### config.mk
export PLATFORM = sky130hd
export DESIGN_NAME = cpsb_top
export DESIGN_NICKNAME = d
export VERILOG_FILES = /design/src/cpsb_pkg.sv /design/src/cpsb_sync.sv /design/src/cpsb_init_pulse.sv /design/src/cpsb_top.sv
export VERILOG_INCLUDE_DIRS = /design/src
export SDC_FILE = /design/constraint.sdc
export NUM_CORES = 1
export LEC_CHECK = 0
export ABC_CLOCK_PERIOD_IN_PS = 2300
export BUFFER_PORTS_ARGS = -buffer_cell sky130_fd_sc_hd__buf_4
export CAP_MARGIN = 40
export CELL_PAD_IN_SITES_DETAIL_PLACEMENT = 0
export CELL_PAD_IN_SITES_GLOBAL_PLACEMENT = 1
export CORE_ASPECT_RATIO = 1.4
export CORE_UTILIZATION = 41
export CTS_CLUSTER_DIAMETER = 120
export DETAILED_ROUTE_END_ITERATION = 16
export PLACE_DENSITY = 0.78
export SETUP_SLACK_MARGIN = 0.15
export SLEW_MARGIN = 20
export SYNTH_ARGS = -nofsm -noshare
export SYNTH_HDL_FRONTEND = slang
export SYNTH_SLANG_ARGS = --single-unit
### constraint.sdc
create_clock -name i_clk -period 2.3 [get_ports i_clk]
set_input_delay 0.23 -clock i_clk [delete_from_list [all_inputs] [get_ports i_clk]]
set_output_delay 0.23 -clock i_clk [all_outputs]
set_load 0.02 [all_outputs]
### src/cpsb_consts.svh
`ifndef CPSB_CONSTS_SVH
`define CPSB_CONSTS_SVH

`define CPSB_ADDR_SYS_CTRL     8'h92
`define CPSB_ADDR_GEN_CTRL     8'hd0
`define CPSB_ADDR_FPU_ACK      8'hf0

`define CPSB_SYS_CTRL_RESET    8'h00
`define CPSB_GEN_CTRL_RESET    32'h00000000
`define CPSB_SYS_CTRL_MASK_BIT 1
`define CPSB_GEN_CTRL_FPU_BIT  13

`define CPSB_STRAP_ADDR_MASK   0
`define CPSB_STRAP_IGNORE_ERR  1
`define CPSB_STRAP_IRQ         2
`define CPSB_STRAP_NMI         3

`define CPSB_INIT_CYCLES       16

`endif

### src/cpsb_pkg.sv
package cpsb_pkg;

  typedef enum logic
  {
    CPSB_INIT_IDLE,
    CPSB_INIT_PULSE
  } cpsb_init_state_t;

endpackage

### src/cpsb_sync.sv
module cpsb_sync
  import cpsb_pkg::*;
#(
  parameter int WIDTH = 1,
  parameter logic [WIDTH-1:0] RESET_VAL = '0
)
(
  input  wire logic             i_clk,
  input  wire logic             i_resetn,
  input  wire logic [WIDTH-1:0] i_async,
  output logic      [WIDTH-1:0] o_sync
);

  logic [WIDTH-1:0] stage1;

  // first stage feeds only the second stage
  always_ff @(posedge i_clk or negedge i_resetn)
  begin
    if (!i_resetn)
    begin
      stage1 <= RESET_VAL;
      o_sync <= RESET_VAL;
    end
    else
    begin
      stage1 <= i_async;
      o_sync <= stage1;
    end
  end

endmodule

### src/cpsb_init_pulse.sv
`include "cpsb_consts.svh"
module cpsb_init_pulse
  import cpsb_pkg::*;
#(
  parameter int CYCLES = `CPSB_INIT_CYCLES
)
(
  input  wire logic i_clk,
  input  wire logic i_resetn,
  input  wire logic i_trigger,
  input  wire logic i_hold,
  output logic      o_active
);

  localparam int CW = $clog2(CYCLES + 1);

  cpsb_init_state_t state;
  cpsb_init_state_t next_state;
  logic [CW-1:0]    count;
  logic [CW-1:0]    next_count;
  logic             next_active;

  always_comb
  begin
    next_state  = state;
    next_count  = count;
    case (state)
      CPSB_INIT_IDLE:
      begin
        if (i_trigger)
        begin
          next_state = CPSB_INIT_PULSE;
          next_count = CW'(CYCLES - 1);
        end
      end
      CPSB_INIT_PULSE:
      begin
        // a trigger during a pulse is merged, not restarted
        if (count == '0)
          next_state = CPSB_INIT_IDLE;
        else
          next_count = count - 1'b1;
      end
      default:
      begin
        next_state = CPSB_INIT_IDLE;
        next_count = '0;
      end
    endcase
    next_active = (next_state == CPSB_INIT_PULSE) || i_hold;
  end

  always_ff @(posedge i_clk or negedge i_resetn)
  begin
    if (!i_resetn)
    begin
      state    <= CPSB_INIT_IDLE;
      count    <= '0;
      o_active <= 1'b0;
    end
    else
    begin
      state    <= next_state;
      count    <= next_count;
      o_active <= next_active;
    end
  end

endmodule

### src/cpsb_top.sv
`include "cpsb_consts.svh"
module cpsb_top
  import cpsb_pkg::*;
#(
  parameter int SMI_SRC     = 4,
  parameter int INIT_CYCLES = `CPSB_INIT_CYCLES
)
(
  input  wire logic               i_clk,
  input  wire logic               i_resetn,
  // register access port
  input  wire logic [7:0]         i_reg_addr,
  input  wire logic [31:0]        i_reg_wdata,
  input  wire logic               i_reg_wr,
  input  wire logic               i_reg_rd,
  output logic      [31:0]        o_reg_rdata,
  // pins and loose control
  input  wire logic               i_power_good_in,
  input  wire logic               i_fpu_error_in_n,
  input  wire logic               i_kbc_reset_in_n,
  input  wire logic               i_kbc_mask_gate_in,
  input  wire logic               i_system_error_in_n,
  input  wire logic               i_io_check_error_in_n,
  input  wire logic [3:0]         i_speed_strap_bits,
  input  wire logic               i_bist_enable,
  input  wire logic               i_sw_init_req,
  input  wire logic               i_cpu_sleep_enable,
  input  wire logic               i_s1_entry,
  input  wire logic               i_irq_pending,
  input  wire logic               i_nmi_system_error_in_disable,
  input  wire logic               i_nmi_io_check_error_in_disable,
  input  wire logic [SMI_SRC-1:0] i_smi_event,
  input  wire logic [SMI_SRC-1:0] i_smi_enable,
  input  wire logic               i_stop_clock_req,
  output logic                    o_pci_bus_reset_n,
  output logic                    o_fpu_irq_line,
  output logic                    o_addr_bit20_mask_out_o,
  output logic                    o_addr_bit20_mask_out_oe,
  output logic                    o_cpu_sleep_out_o,
  output logic                    o_cpu_sleep_out_oe,
  output logic                    o_ignore_fpu_error_out_o,
  output logic                    o_ignore_fpu_error_out_oe,
  output logic                    o_init_out_o,
  output logic                    o_init_out_oe,
  output logic                    o_cpu_irq_out_o,
  output logic                    o_cpu_irq_out_oe,
  output logic                    o_nmi_out_o,
  output logic                    o_nmi_out_oe,
  output logic                    o_sys_mgmt_irq_out_o,
  output logic                    o_sys_mgmt_irq_out_oe,
  output logic                    o_stop_clock_req_out_o,
  output logic                    o_stop_clock_req_out_oe
);

  // synchronised pin inputs
  logic [5:0]  pins_sync;
  logic        power_good;
  logic        fpu_error;
  logic        kbc_reset;
  logic        mask_gate;
  logic        system_error;
  logic        io_check_error;

  // register state
  logic [7:0]  sys_ctrl;
  logic [7:0]  next_sys_ctrl;
  logic [31:0] gen_ctrl;
  logic [31:0] next_gen_ctrl;
  logic [31:0] next_rdata;

  // behaviour state
  logic        bus_reset;
  logic        next_bus_reset;
  logic        ignore_active;
  logic        next_ignore_active;
  logic        nmi_active;
  logic        next_nmi_active;
  logic        system_error_in_prev;
  logic        io_check_error_in_prev;
  logic        kbc_prev;
  logic        init_active;
  logic        init_trigger;
  logic        fpu_enabled;
  logic        ack_write;

  // next values of the pin flops
  logic        next_fpu_irq;
  logic        next_mask_o;
  logic        next_mask_oe;
  logic        next_sleep_oe;
  logic        next_ignore_o;
  logic        next_ignore_oe;
  logic        next_irq_o;
  logic        next_irq_oe;
  logic        next_nmi_o;
  logic        next_nmi_oe;
  logic        next_smi_oe;
  logic        next_stop_oe;

  function automatic logic wr_hit(input logic [7:0] addr);
    wr_hit = i_reg_wr && (i_reg_addr == addr);
  endfunction

  // active-low pins inverted after the synchroniser
  cpsb_sync #(
    .WIDTH     (6),
    .RESET_VAL (6'h36)
  ) u_sync (
    .i_clk    (i_clk),
    .i_resetn (i_resetn),
    .i_async  ({i_io_check_error_in_n, i_system_error_in_n, i_kbc_mask_gate_in,
                i_kbc_reset_in_n, i_fpu_error_in_n, i_power_good_in}),
    .o_sync   (pins_sync)
  );

  assign power_good     = pins_sync[0];
  assign fpu_error      = ~pins_sync[1];
  assign kbc_reset      = ~pins_sync[2];
  assign mask_gate      = pins_sync[3];
  assign system_error   = ~pins_sync[4];
  assign io_check_error = ~pins_sync[5];

  assign init_trigger = (kbc_reset && !kbc_prev) || i_sw_init_req;

  cpsb_init_pulse #(
    .CYCLES (INIT_CYCLES)
  ) u_init (
    .i_clk     (i_clk),
    .i_resetn  (i_resetn),
    .i_trigger (init_trigger),
    .i_hold    (i_bist_enable && bus_reset),
    .o_active  (init_active)
  );

  assign fpu_enabled = gen_ctrl[`CPSB_GEN_CTRL_FPU_BIT];
  // spelled out: a continuous assign would not wake on signals read inside a function
  assign ack_write   = i_reg_wr && (i_reg_addr == `CPSB_ADDR_FPU_ACK);

  always_comb
  begin
    next_sys_ctrl = sys_ctrl;
    next_gen_ctrl = gen_ctrl;
    next_rdata    = 32'h00000000;
    if (wr_hit(`CPSB_ADDR_SYS_CTRL))
      next_sys_ctrl = i_reg_wdata[7:0];
    if (wr_hit(`CPSB_ADDR_GEN_CTRL))
      next_gen_ctrl = i_reg_wdata;
    // the ack register is write-only and unmapped reads give zero
    if (i_reg_rd)
    begin
      case (i_reg_addr)
        `CPSB_ADDR_SYS_CTRL: next_rdata = {24'h000000, sys_ctrl};
        `CPSB_ADDR_GEN_CTRL: next_rdata = gen_ctrl;
        default:             next_rdata = 32'h00000000;
      endcase
    end
  end

  always_comb
  begin
    next_bus_reset = !power_good;

    next_ignore_active = ignore_active;
    if (!fpu_error || !fpu_enabled)
      next_ignore_active = 1'b0;
    else if (ack_write)
      next_ignore_active = 1'b1;

    // disable bit clears
    // an edge in the same cycle as the other source's disable still wins; its own disable masks it
    next_nmi_active = nmi_active;
    if (i_nmi_system_error_in_disable || i_nmi_io_check_error_in_disable)
      next_nmi_active = 1'b0;
    if ((system_error && !system_error_in_prev && !i_nmi_system_error_in_disable) ||
        (io_check_error && !io_check_error_in_prev && !i_nmi_io_check_error_in_disable))
      next_nmi_active = 1'b1;

    next_fpu_irq = fpu_error && fpu_enabled;

    next_mask_o  = 1'b0;
    next_mask_oe = sys_ctrl[`CPSB_SYS_CTRL_MASK_BIT] || mask_gate;

    next_sleep_oe = i_cpu_sleep_enable && i_s1_entry;

    next_ignore_o  = 1'b0;
    next_ignore_oe = next_ignore_active;

    next_irq_o  = 1'b0;
    next_irq_oe = !i_irq_pending;

    // nmi is active high, so it is held low until the event
    next_nmi_o  = 1'b0;
    next_nmi_oe = !next_nmi_active;

    next_smi_oe = |(i_smi_event & i_smi_enable);

    next_stop_oe = i_stop_clock_req && !next_bus_reset;

    if (next_bus_reset)
    begin
      next_mask_o    = i_speed_strap_bits[`CPSB_STRAP_ADDR_MASK];
      next_mask_oe   = i_speed_strap_bits[`CPSB_STRAP_ADDR_MASK];
      next_ignore_o  = i_speed_strap_bits[`CPSB_STRAP_IGNORE_ERR];
      next_ignore_oe = i_speed_strap_bits[`CPSB_STRAP_IGNORE_ERR];
      next_irq_o     = i_speed_strap_bits[`CPSB_STRAP_IRQ];
      next_irq_oe    = i_speed_strap_bits[`CPSB_STRAP_IRQ];
      next_nmi_o     = i_speed_strap_bits[`CPSB_STRAP_NMI];
      next_nmi_oe    = i_speed_strap_bits[`CPSB_STRAP_NMI];
    end
  end

  always_ff @(posedge i_clk or negedge i_resetn)
  begin
    if (!i_resetn)
    begin
      sys_ctrl    <= `CPSB_SYS_CTRL_RESET;
      gen_ctrl    <= `CPSB_GEN_CTRL_RESET;
      o_reg_rdata <= 32'h00000000;
    end
    else
    begin
      sys_ctrl    <= next_sys_ctrl;
      gen_ctrl    <= next_gen_ctrl;
      o_reg_rdata <= next_rdata;
    end
  end

  // reset values assume power is not yet good: bus reset asserted
  always_ff @(posedge i_clk or negedge i_resetn)
  begin
    if (!i_resetn)
    begin
      bus_reset                 <= 1'b1;
      ignore_active             <= 1'b0;
      nmi_active                <= 1'b0;
      system_error_in_prev                 <= 1'b0;
      io_check_error_in_prev                <= 1'b0;
      kbc_prev                  <= 1'b0;
      o_pci_bus_reset_n         <= 1'b0;
      o_fpu_irq_line            <= 1'b0;
      o_addr_bit20_mask_out_o   <= 1'b0;
      o_addr_bit20_mask_out_oe  <= 1'b0;
      o_cpu_sleep_out_o         <= 1'b0;
      o_cpu_sleep_out_oe        <= 1'b0;
      o_ignore_fpu_error_out_o  <= 1'b0;
      o_ignore_fpu_error_out_oe <= 1'b0;
      o_init_out_o              <= 1'b0;
      o_init_out_oe             <= 1'b0;
      o_cpu_irq_out_o           <= 1'b0;
      o_cpu_irq_out_oe          <= 1'b1;
      o_nmi_out_o               <= 1'b0;
      o_nmi_out_oe              <= 1'b1;
      o_sys_mgmt_irq_out_o      <= 1'b0;
      o_sys_mgmt_irq_out_oe     <= 1'b0;
      o_stop_clock_req_out_o    <= 1'b0;
      o_stop_clock_req_out_oe   <= 1'b0;
    end
    else
    begin
      bus_reset                 <= next_bus_reset;
      ignore_active             <= next_ignore_active;
      nmi_active                <= next_nmi_active;
      system_error_in_prev                 <= system_error;
      io_check_error_in_prev                <= io_check_error;
      kbc_prev                  <= kbc_reset;
      o_pci_bus_reset_n         <= !next_bus_reset;
      o_fpu_irq_line            <= next_fpu_irq;
      o_addr_bit20_mask_out_o   <= next_mask_o;
      o_addr_bit20_mask_out_oe  <= next_mask_oe;
      o_cpu_sleep_out_o         <= 1'b0;
      o_cpu_sleep_out_oe        <= next_sleep_oe;
      o_ignore_fpu_error_out_o  <= next_ignore_o;
      o_ignore_fpu_error_out_oe <= next_ignore_oe;
      o_init_out_o              <= 1'b0;
      o_init_out_oe             <= init_active;
      o_cpu_irq_out_o           <= next_irq_o;
      o_cpu_irq_out_oe          <= next_irq_oe;
      o_nmi_out_o               <= next_nmi_o;
      o_nmi_out_oe              <= next_nmi_oe;
      o_sys_mgmt_irq_out_o      <= 1'b0;
      o_sys_mgmt_irq_out_oe     <= next_smi_oe;
      o_stop_clock_req_out_o    <= 1'b0;
      o_stop_clock_req_out_oe   <= next_stop_oe;
    end
  end

endmodule

[Yosys cells after proc, flatten, opt, wreduce, memory -nomap -nowiden]
Index checks and enable logic that the tools add are counted.
Word-level totals
  register bits after elaboration: 111
  memories kept: 0
  bits in writable memories: 0
  input port bits: 70
  ROM bits: 0
  output and inout port bits: 50
  latch bits: 0
  logic and storage cells: 90
Operators by class
  eq/ne operators: 5
  $add $sub $neg: 1
  shift-type cells: 0
  divide/modulo/power cells: 0
  muxes and demuxes: 20
  bitwise operators: 6
  reductions and logical operators: 30
  magnitude comparators: 0
  $mul: 0
Operators by type and width (number)
  one-hot mux 32 bit (2 select lines): 1
  2-to-1 mux 32 bit: 1
  equality test 8 bit (second input constant): 3
  2-to-1 mux 1 bit: 14
  logical AND 1 bit: 12
  2-to-1 mux 5 bit: 2
  one-hot mux 5 bit (2 select lines): 1
  zero test 1 bit: 9
  logical OR 1 bit: 6
  zero test 5 bit: 1
  inverter 1 bit: 5
  subtractor 5 x 1 -> 5 bit (second input constant): 1
  AND 4 bit: 1
  inequality test 2 bit (second input constant): 2
  OR reduction 4 bit: 1
  one-hot mux 1 bit (2 select lines): 1
  AND reduction 2 bit: 1

[Depth between registers and ports, before layout]
Gate-level depths: netlist of run 1.
  word-level depth: 7
  gate-level depth with buffers: 5
  mapped depth without buffers: 5

[By module]
Synthesis of run 1 repeated with hierarchy kept, for this count alone.
Second synthesis, totals
  cells, all modules: 261
  area, all modules: 4085.2 µm²
By module, submodules not included
  cpsb_top: cells an instance 222, times used 1, area each 3455.8 µm², sequential area each 2306.0 µm²
  cpsb_init_pulse: cells an instance 27, times used 1, area each 319.1 µm², sequential area each 175.2 µm²
  cpsb_sync: cells an instance 12, times used 1, area each 310.3 µm², sequential area each 310.3 µm²

[Worst setup path before layout of run 1]
Ideal clock, no wire load.
  path kind: input to register
  start point: input port i_reg_addr[0]
  end point: register sys_ctrl[0]
  data arrival time: 1641 ps
  stages: 3
  required time: 2175 ps
  setup time: 125 ps
  buffers on the path: 0
  setup slack: 534 ps
  cells stage by stage: or4b_4 -> nor4b_4 -> mux2_2
Between the ends
  word-level cells in the longest chain between the ends: 2
RTL lines
  start: declaration: RTL line cpsb_top.sv:12  | input wire logic [7:0] i_reg_addr,
  equality test 8 bit: RTL line cpsb_top.sv:101  | wr_hit = i_reg_wr && (i_reg_addr == addr);
  logical AND 1 bit: RTL line cpsb_top.sv:101
  end signal: assignment: RTL line cpsb_top.sv:216  | sys_ctrl <= `CPSB_SYS_CTRL_RESET;
  end signal: assignment: RTL line cpsb_top.sv:222  | sys_ctrl <= next_sys_ctrl;
  end: declaration: RTL line cpsb_top.sv:65  | logic [7:0] sys_ctrl;
No other way between the ends.
A chain may end at the register's enable or synchronous reset.

[Worst setup path in the final report of run 1]
  start point: register u_init.count[0]
  end point: register u_init.count[1]
Between the ends
  word-level cells in the longest chain between the ends: 3
  elaborated cells on any way between the ends: 6
  those cells by class: add/sub (1); eq/ne (1); mux (2); reduce/logical (2)
RTL lines
  start: declaration: RTL line cpsb_init_pulse.sv:19  | logic [CW-1:0] count;
  start signal: assignment: RTL line cpsb_init_pulse.sv:64  | count <= next_count;
  subtractor 5 x 1 -> 5 bit or zero test 5 bit (tied branches): RTL line cpsb_init_pulse.sv:42, cpsb_init_pulse.sv:39
  2-to-1 mux 5 bit or inequality test 2 bit (tied branches)
  one-hot mux 5 bit (2 select lines) or AND reduction 2 bit (tied branches)
Parallel ways exist; a longest one is shown, timed or not. The select of a mux whose other input is x is not followed.

==> reports/qor_table.md, run 1 <==
| Stage | Item | Reported |
|:---|:---|:---|
| worst setup path | Worst reg2reg path startpoint | u_init.count[0]$_DFFE_PN0P_ |
| die | Horiz. Die Dim | 85.3 um |
| worst setup path | Critical-path maximum fanout | 4 |
| yosys | Synth warnings | 0 |
| placement | Estimated wirelength of the detail-placed design | 5340 um |
| placement | Number of I/O port buffers | 115 |
| timing | Final worst path period share | 80.6% |
| die | CORE AREA | 0.00946 mm^2 |
| power and ir drop | Power per Cell Area | 784 mW/mm^2 |
| power and ir drop | Leakage dissipation | 2.75 nW |
| clock tree | Clock tree root driver cell | sky130_fd_sc_hd__clkbuf_16 |
| timing | FMAX | 0.539 GHz |
| placement | Final RePlAce weighted congestion | 0.690 |
| yosys | Post-synthesis cell type with the largest combined area | sky130_fd_sc_hd__dfrtp_1 |
| global route | Vias in the first global route | 2548 |
| yosys | Post-synthesis cell area | 0.00398 mm^2 |
| worst setup path | Worst r2r path cells | 5 |
| detailed routing | Overall routed net length | 7330 um |
| timing | Final Skew | 0.00439 ns |
| yosys | Instance count of the mapped netlist | 267 |
| timing | Hold WS | 0.0319 ns |
| timing | Total of endpoints with negative setup slack in the final report | 0 |
| die | Overall die height | 119 um |
| global route | Number of antenna violations at the first check in global routing | 0 |
| yosys | Seq cells post-synth | 111 |
| clock tree | Clock sinks | 111 |
| clock tree | CTS tree | yes |
| detailed routing | Final routed DRC violation total | 0 |
| worst setup path | End of the worst register-to-register path | u_init.count[1]$_DFFE_PN0P_ |
| worst setup path | Capture point of the worst path | u_init.count[1]$_DFFE_PN0P_ |
| detailed routing | DR iter-0 viols | 126 |
| yosys | Mean instance size in the synthesized netlist | 14.9 um^2 |
| detailed routing | Detail Route Antenna Nets | 0 |
| die | Die Outline Area | 0.0101 mm^2 |
| global route | Largest net degree at the start of global routing | 44 |
| detailed routing | Count of TritonRoute iterations in the first routing pass | 4 |
| timing | Final Hold Violating Endpoints | 0 |
| clock tree | Clock Path Buffers | 2 |
| die | Starting utilization of the core area | 42.1% |
| cells and area | Number of nets in the layout | 470 |
| cells and area | Area of the multi-input gates | 0.00110 mm^2 |
| worst setup path | Buf/Inv on CP | 1 |
| cells and area | Leading cell type in the layout, fill and taps excluded | sky130_fd_sc_hd__buf_4 |
| worst setup path | Worst EP required | 2.51 ns |
| global route | Overall overflow remaining after global route | 0 |
| detailed routing | Number of vias after detailed routing | 2467 |
| timing | Worst slew pin tran | 0.717 ns |
| cells and area | Fraction of layout instances using a drive strength above 1 | 48.3% |
| worst setup path | Critical Path, Cell by Cell | inv_1, ha_1, or4b_2, mux2i_1, a22oi_1 |
| cells and area | Top library cells by usage in the layout, fill and taps aside | 121 x sky130_fd_sc_hd__buf_4, 100 x sky130_fd_sc_hd__dfrtp_1, 38 x sky130_fd_sc_hd__mux2_2 |
| worst setup path | Type of element capturing the critical path | register |
| detailed routing | DR vias/cell | 4.80 |
| cells and area | Area added between synthesis and finish | 36.0% |
| worst setup path | Worst Setup SP | u_init.count[0]$_DFFE_PN0P_ |
| yosys | Register area share after synthesis | 70.1% |
| worst setup path | Worst R2R Setup Slack | 0.45 ns |
| cells and area | Fill cell instance count of the final layout | 793 |
| die | Site Rows | 42 |
| worst setup path | Critical path arrival | 2.07 ns |
| yosys | Top area cells in the synthesized netlist | sky130_fd_sc_hd__dfrtp_1 63%, sky130_fd_sc_hd__mux2_2 11%, sky130_fd_sc_hd__dfstp_2 7.3% |
| timing | Final critical delay including setup and external delays | 1.85 ns |
| yosys | Distinct cell type count after synthesis | 32 |
| timing | Final-layout setup total negative slack | 0 ns |
| clock tree | H-tree levels | 3 |
| yosys | Area share of the largest cell type after synthesis | 62.9% |
| status | Outcome | finished, final reports clean |
| clock tree | Later-pin clock latency in the skew report | 0.34 ns |
| run | Number of max-cap violations | 0 |
| cells and area | Post-Route Utilization | 57.2% |
| detailed routing | Wire length per cell | 14.3 um |
| hold path | Cell count of the worst hold path | 2 |
| die | Top-level I/O count | 120 |
| timing | Remaining max-slew budget at the tightest pin | 52.1% |
| worst setup path | Slowest library cell on the worst path | sky130_fd_sc_hd__or4b_2 |
| global route | Wire length of the first global-routing pass | 12100 um |
| cells and area | N_diodes | 0 |
| timing | RSZ-0062 raised after global routing | false |
| worst setup path | Worst Setup Start Kind | register |
| power and ir drop | Worst supply voltage drop on vdd | 0.473 mV |
| worst setup path | Category of cells accounting for the largest share of critical-path delay | simple AND/OR/NAND/NOR gates |
| clock tree | Number of buffers created by CTS | 9 |
| global route | Overall track demand over capacity in global routing | 15.8% |
| worst setup path | Maximum cell stage delay along the critical path | 0.61 ns |
| worst setup path | Critical path class | register to register |
| hold path | Worst hold path type | primary input to register |
| worst setup path | Levels on crit path | 5 |
| clock tree | Quantity of gates resized following cts | 0 |
| timing | Number of pins exceeding their max-slew limit in the final report | 0 |
| clock tree | Clock transition at path regs | 0.07 ns |
| cells and area | Sequential cell area | 0.00279 mm^2 |
| clock tree | Setup repair bufs after CTS | 0 |
| clock tree | Count of hold-fix buffers inserted at cts | 7 |
[kinds of logic (layout without fill, tap and decap cells)]
logic type / count (synthesis) / count (layout) / synth area share, %
compound gates: 20 / 20 / 3.80
buf+inv: 20 / 154 / 2.55
flops: 111 / 111 / 70.1
other cells: 1 / 4 / 0.0942
simple gates: 72 / 72 / 11.3
mux: 42 / 42 / 11.8
fa+ha+maj: 1 / 1 / 0.314
[per-layer routing]
layer	GRT usage [%]	wire length, um	vias up
met5	0	0	-
met4	6.88	127	0
met3	5.17	535	11
met2	25.8	3700	81
met1	19.0	2960	1221
li1	-	-	1154
[state kept, by name, summed over array words and instances (netlist names), 5 cells and up]
name and cells:
gen_ctrl 32, o_reg_rdata 32, sys_ctrl 8, u_init.count 5, u_sync.o_sync 6, u_sync.stage1 6
[final cells by class]
cell class	count	share of cell area, %
multi-input cells	139	20.4
inverters	8	0.555
clock inverters	6	1.73
well taps	110	2.54
flip-flops and latches	111	51.6
clock buffers	10	4.41
repair buffers	130	18.8
[per-stage QoR]
step / total power [mW] / setup slack (ns) / cell area, um^2 / cells
2_1_floorplan: 2.40 / 0.534 / 3990 / 270
3_3_place_gp: 2.60 / 0.424 / 5010 / 491
3_5_place_dp: 2.62 / 0.401 / 5010 / 491
4_1_cts: 4.30 / 0.417 / 5410 / 514
5_1_grt: 4.42 / 0.320 / 5410 / 514
6_report: 4.25 / 0.446 / 5410 / 514
[synthesized netlist by cell type, drive strengths merged]
master,count
nand3b,2
nand2b,4
clkbuf,5
nor4b,2
a22oi,11
conb,1
nor3,2
dfstp,11
mux2i,2
dfrtp,100
or4b,3
a211o,1
and3,1
o21ai,1
a31oi,1
o311a,1
o21bai,4
nor2b,9
inv,8
or3,2
buf,7
nand3,2
a31o,1
nor2,10
and2,27
ha,1
nand2,8
mux2,40
[power breakdown]
part	internal [mW]	switching [mW]	total, mW
sequential	2.08	0.0694	2.15
combinational	0.231	0.203	0.434
clock	0.989	0.675	1.66
total	3.30	0.948	4.25
[worst min path at each step]
| stage | slack (ns) | to | startpoint |
|---|---|---|---|
| final | 0.03 | o_cpu_irq_out_oe$_DFF_PN1_ | i_irq_pending |
| after global routing | 0.03 | o_cpu_irq_out_oe$_DFF_PN1_ | i_irq_pending |
| after detailed placement | 0.23 | gen_ctrl[26]$_DFFE_PN0P_ | i_resetn |
| after floorplan | -0.07 | gen_ctrl[0]$_DFFE_PN0P_ | i_resetn |
| after global placement | 0.23 | gen_ctrl[26]$_DFFE_PN0P_ | i_resetn |
| after CTS | 0.02 | o_cpu_irq_out_oe$_DFF_PN1_ | i_irq_pending |
Power figures use the tool's default switching activity.
==> run 2: changes to the inputs <==
--- a/config.mk
+++ b/config.mk
@@ -6,16 +6,17 @@
 export SDC_FILE = /design/constraint.sdc
 export NUM_CORES = 1
 export LEC_CHECK = 0
-export ABC_CLOCK_PERIOD_IN_PS = 2300
+export ABC_AREA = 1
+export ABC_CLOCK_PERIOD_IN_PS = 1500
 export BUFFER_PORTS_ARGS = -buffer_cell sky130_fd_sc_hd__buf_4
 export CAP_MARGIN = 40
 export CELL_PAD_IN_SITES_DETAIL_PLACEMENT = 0
 export CELL_PAD_IN_SITES_GLOBAL_PLACEMENT = 1
 export CORE_ASPECT_RATIO = 1.4
-export CORE_UTILIZATION = 41
+export CORE_UTILIZATION = 36
 export CTS_CLUSTER_DIAMETER = 120
 export DETAILED_ROUTE_END_ITERATION = 16
-export PLACE_DENSITY = 0.78
+export PLACE_DENSITY = 0.75
 export SETUP_SLACK_MARGIN = 0.15
 export SLEW_MARGIN = 20
 export SYNTH_ARGS = -nofsm -noshare
==> constraint.sdc (replaced) <==
create_clock -name i_clk -period 1.5 [get_ports i_clk]
set_input_delay 0.15 -clock i_clk [delete_from_list [all_inputs] [get_ports i_clk]]
set_output_delay 0.15 -clock i_clk [all_outputs]
set_load 0.02 [all_outputs]
==> reports/qor_table.md, run 2 <==
| Stage | Item | Reported |
|:---|:---|:---|
| cells and area | Fraction of layout instances using a drive strength above 1 | 41.0% |
| yosys | Synth warnings | 0 |
| timing | FMAX | 0.788 GHz |
| yosys | Register area share after synthesis | 63.7% |
| status | Outcome | finished, final reports clean |
| detailed routing | DR iter-0 viols | 75 |
| yosys | Area share of the largest cell type after synthesis | 57.1% |
| die | Site Rows | 47 |
| global route | Vias in the first global route | 3131 |
| worst setup path | Critical path class | register to register |
| detailed routing | Wire length per cell | 12.5 um |
| timing | Final worst path period share | 84.6% |
| worst setup path | Worst Setup Start Kind | register |
| worst setup path | Worst EP required | 1.74 ns |
| yosys | Fraction of the mapped netlist area in compound gates | 7.66% |
| clock tree | CTS tree | yes |
| cells and area | Fill cell instance count of the final layout | 1092 |
| timing | Number of pins exceeding their max-slew limit in the final report | 0 |
| clock tree | Clock tree root driver cell | sky130_fd_sc_hd__clkbuf_16 |
| yosys | Multiplexer share of the synthesized area | 0% |
| worst setup path | Critical Path, Cell by Cell | inv_2, ha_4, nand3_2, o21ai_2, nand2_2, nand2_1, nand2_1 |
| worst setup path | Most prevalent standard cell on the critical path | sky130_fd_sc_hd__nand2_1 |
| clock tree | H-tree levels | 3 |
| die | Top-level I/O count | 120 |
| yosys | Simple-gate share of the synthesized area | 18.6% |
| yosys | Post-synthesis cell area | 0.00438 mm^2 |
| yosys | Ys flop type | sky130_fd_sc_hd__dfrtp_1 |
| die | Die Outline Area | 0.0126 mm^2 |
| worst setup path | Type of element capturing the critical path | register |
| cells and area | Number of nets in the layout | 629 |
| detailed routing | DR vias/cell | 4.37 |
| die | Overall die height | 133 um |
| detailed routing | Overall routed net length | 8900 um |
| power and ir drop | Leakage dissipation | 3.11 nW |
| yosys | Top area cells in the synthesized netlist | sky130_fd_sc_hd__dfrtp_1 57%, sky130_fd_sc_hd__nand2_1 6.9%, sky130_fd_sc_hd__dfstp_2 6.6% |
| placement | Estimated wirelength of the detail-placed design | 6250 um |
| clock tree | Clock transition at path regs | 0.07 ns |
| placement | Final RePlAce weighted congestion | 0.796 |
| cells and area | N_diodes | 0 |
| yosys | Post-synthesis cell type with the largest combined area | sky130_fd_sc_hd__dfrtp_1 |
| worst setup path | Slowest library cell on the worst path | sky130_fd_sc_hd__dfrtp_1 |
| timing | Post-layout worst setup margin | 0.230 ns |
| placement | Number of I/O port buffers | 115 |
| yosys | Mean instance size in the synthesized netlist | 10.5 um^2 |
| cells and area | Registers with the most flip-flops | gen_ctrl: 32 flops, o_reg_rdata: 32 flops, sys_ctrl: 8 flops |
| yosys | Post-synthesis share of cell area spent on xor and xnor gates | 0% |
| detailed routing | Final routed DRC violation total | 0 |
| worst setup path | Critical path arrival | 1.51 ns |
| yosys | Synth Area in Adders | 0.286% |
| global route | Number of antenna violations at the first check in global routing | 0 |
| detailed routing | Count of TritonRoute iterations in the first routing pass | 4 |
| clock tree | Clock Path Buffers | 2 |
| clock tree | Later-pin clock latency in the skew report | 0.34 ns |
| power and ir drop | Power per Cell Area | 1150 mW/mm^2 |
| cells and area | Post-Route Utilization | 50.0% |
| timing | Final Skew | 0.00637 ns |
| timing | Final Hold Violating Endpoints | 0 |
| yosys | Commonest cells post-synth | 100 x sky130_fd_sc_hd__dfrtp_1, 80 x sky130_fd_sc_hd__nand2_1, 74 x sky130_fd_sc_hd__inv_1 |
| clock tree | Clock sinks | 111 |
| cells and area | Area added between synthesis and finish | 34.9% |
| yosys | Seq cells post-synth | 111 |
| yosys | Distinct cell type count after synthesis | 27 |
| die | CORE AREA | 0.0118 mm^2 |
| die | Starting utilization of the core area | 37.0% |
| yosys | Cell with the most instances after synthesis | sky130_fd_sc_hd__dfrtp_1 |
| placement | Post-placement cell area | 0.00545 mm^2 |
| hold path | Worst hold path type | primary input to register |
| cells and area | Final standard cell area without fillers | 0.00591 mm^2 |
| cells and area | Leading cell type in the layout, fill and taps excluded | sky130_fd_sc_hd__buf_4 |
| yosys | Share of flip-flops with an asynchronous set or reset after synthesis | 100% |
| global route | Largest net degree at the start of global routing | 57 |
| yosys | EDFF count, synth | 0 |
| yosys | Dominant combinational cell family by area after synthesis | simple AND/OR/NAND/NOR gates |
| die | Horiz. Die Dim | 95.2 um |
| worst setup path | Maximum cell stage delay along the critical path | 0.41 ns |
| clock tree | Number of buffers created by CTS | 9 |
| timing | Final-layout setup total negative slack | 0 ns |
| placement | Setup slack at placement | 0.178 ns |
| yosys | Instance count of the mapped netlist | 417 |
| cells and area | Top library cells by usage in the layout, fill and taps aside | 126 x sky130_fd_sc_hd__buf_4, 100 x sky130_fd_sc_hd__dfrtp_1, 78 x sky130_fd_sc_hd__nand2_1 |
| detailed routing | Detail Route Antenna Nets | 0 |
| detailed routing | Number of vias after detailed routing | 3106 |
| worst setup path | Critical-path maximum fanout | 5 |
| global route | Wire length of the first global-routing pass | 14700 um |
| global route | Overall track demand over capacity in global routing | 15.2% |
| timing | Total of endpoints with negative setup slack in the final report | 0 |
| run | Number of max-cap violations | 0 |
| power and ir drop | Worst supply voltage drop on vdd | 0.692 mV |
| timing | RSZ-0062 raised after global routing | false |
| global route | Overall overflow remaining after global route | 0 |
| timing | Final critical delay including setup and external delays | 1.27 ns |
-- run 2: area by class of cell --
class / instances / area [um^2] / share of cell area, %
clock buffers: 9 / 225 / 3.81
clock inverters: 7 / 78.8 / 1.33
inverters: 80 / 300 / 5.08
multi-input cells: 215 / 1200 / 20.3
flip-flops and latches: 111 / 2790 / 47.3
well taps: 147 / 184 / 3.11
repair buffers: 141 / 1130 / 19.1
-- run 2: path summary, 6_finish.rpt --
check,end,slack (ns),cells after the start,startpoint
setup / recovery,u_init.count[2]$_DFFE_PN0P_,0.23,7,u_init.count[1]$_DFFE_PN0P_
hold / removal,o_sys_mgmt_irq_out_oe$_DFF_PN0_,0.01,3,i_smi_enable[2]
setup reg to reg,u_init.count[2]$_DFFE_PN0P_,0.23,7,u_init.count[1]$_DFFE_PN0P_
hold reg to reg,u_sync.o_sync[3]$_DFF_PN0_,0.35,0,u_sync.stage1[3]$_DFF_PN0_
max in group asynchronous,u_sync.stage1[2]$_DFF_PN1_,0.65,3,i_resetn
min in group asynchronous,o_nmi_out_o$_DFF_PN0_,0.27,2,i_resetn
-- run 2: through the flow --
stage	hold WS [ns]	std cells	power [mW]
final	0.0122	710	6.81
after detailed placement	0.102	681	4.26
after global placement	0.107	681	4.21
after floorplan	-0.146	420	3.84
after CTS	0.00317	708	6.75
after global routing	0.00481	710	7.16
-- run 2: layer usage --
metal / vias to the layer above / wire (um) / track usage [%] / part of all wire, %
li1: 1545 / - / - / -
met1: 1444 / 3890 / 19.6 / 44
met2: 101 / 4290 / 23.8 / 48
met3: 16 / 550 / 4.14 / 6.2
met4: 0 / 176 / 6.14 / 2.0
met5: - / 0 / 0 / 0
-- run 2: worst max-delay path, delay by kind of cell (launching register included) --
kind	cells	cell delay [ns]
flip-flops	1	0.41
AND/OR/NAND/NOR	4	0.32
AO/OA/AOI/OAI	1	0.19
adder cells (fa/ha/maj)	1	0.14
buffers and inverters	1	0.08
-- run 2: report_power, final --
group          switching [mW]  total [mW]  internal (mW)
Clock                    1.13        2.45           1.32
Combinational           0.553        1.04          0.484
Sequential              0.126        3.32           3.19
-- run 2: cells by family after synthesis --
| family | after synthesis |
|---|---|
| compound gates | 40 |
| flops | 111 |
| other cells | 1 |
| simple gates | 170 |
| fa+ha+maj | 1 |
| buf+inv | 94 |
-- run 2: what timing repair did --
| item | 4_1_cts | 5_1_grt |
|---|---|---|
| setup endpoints to repair | 0 | 5 |
| setup buffers | 0 | 2 |
| resized for setup | 0 | 8 |
| hold buffers | 11 | 0 |
| endpoints found under the hold margin | 28 | 0 |
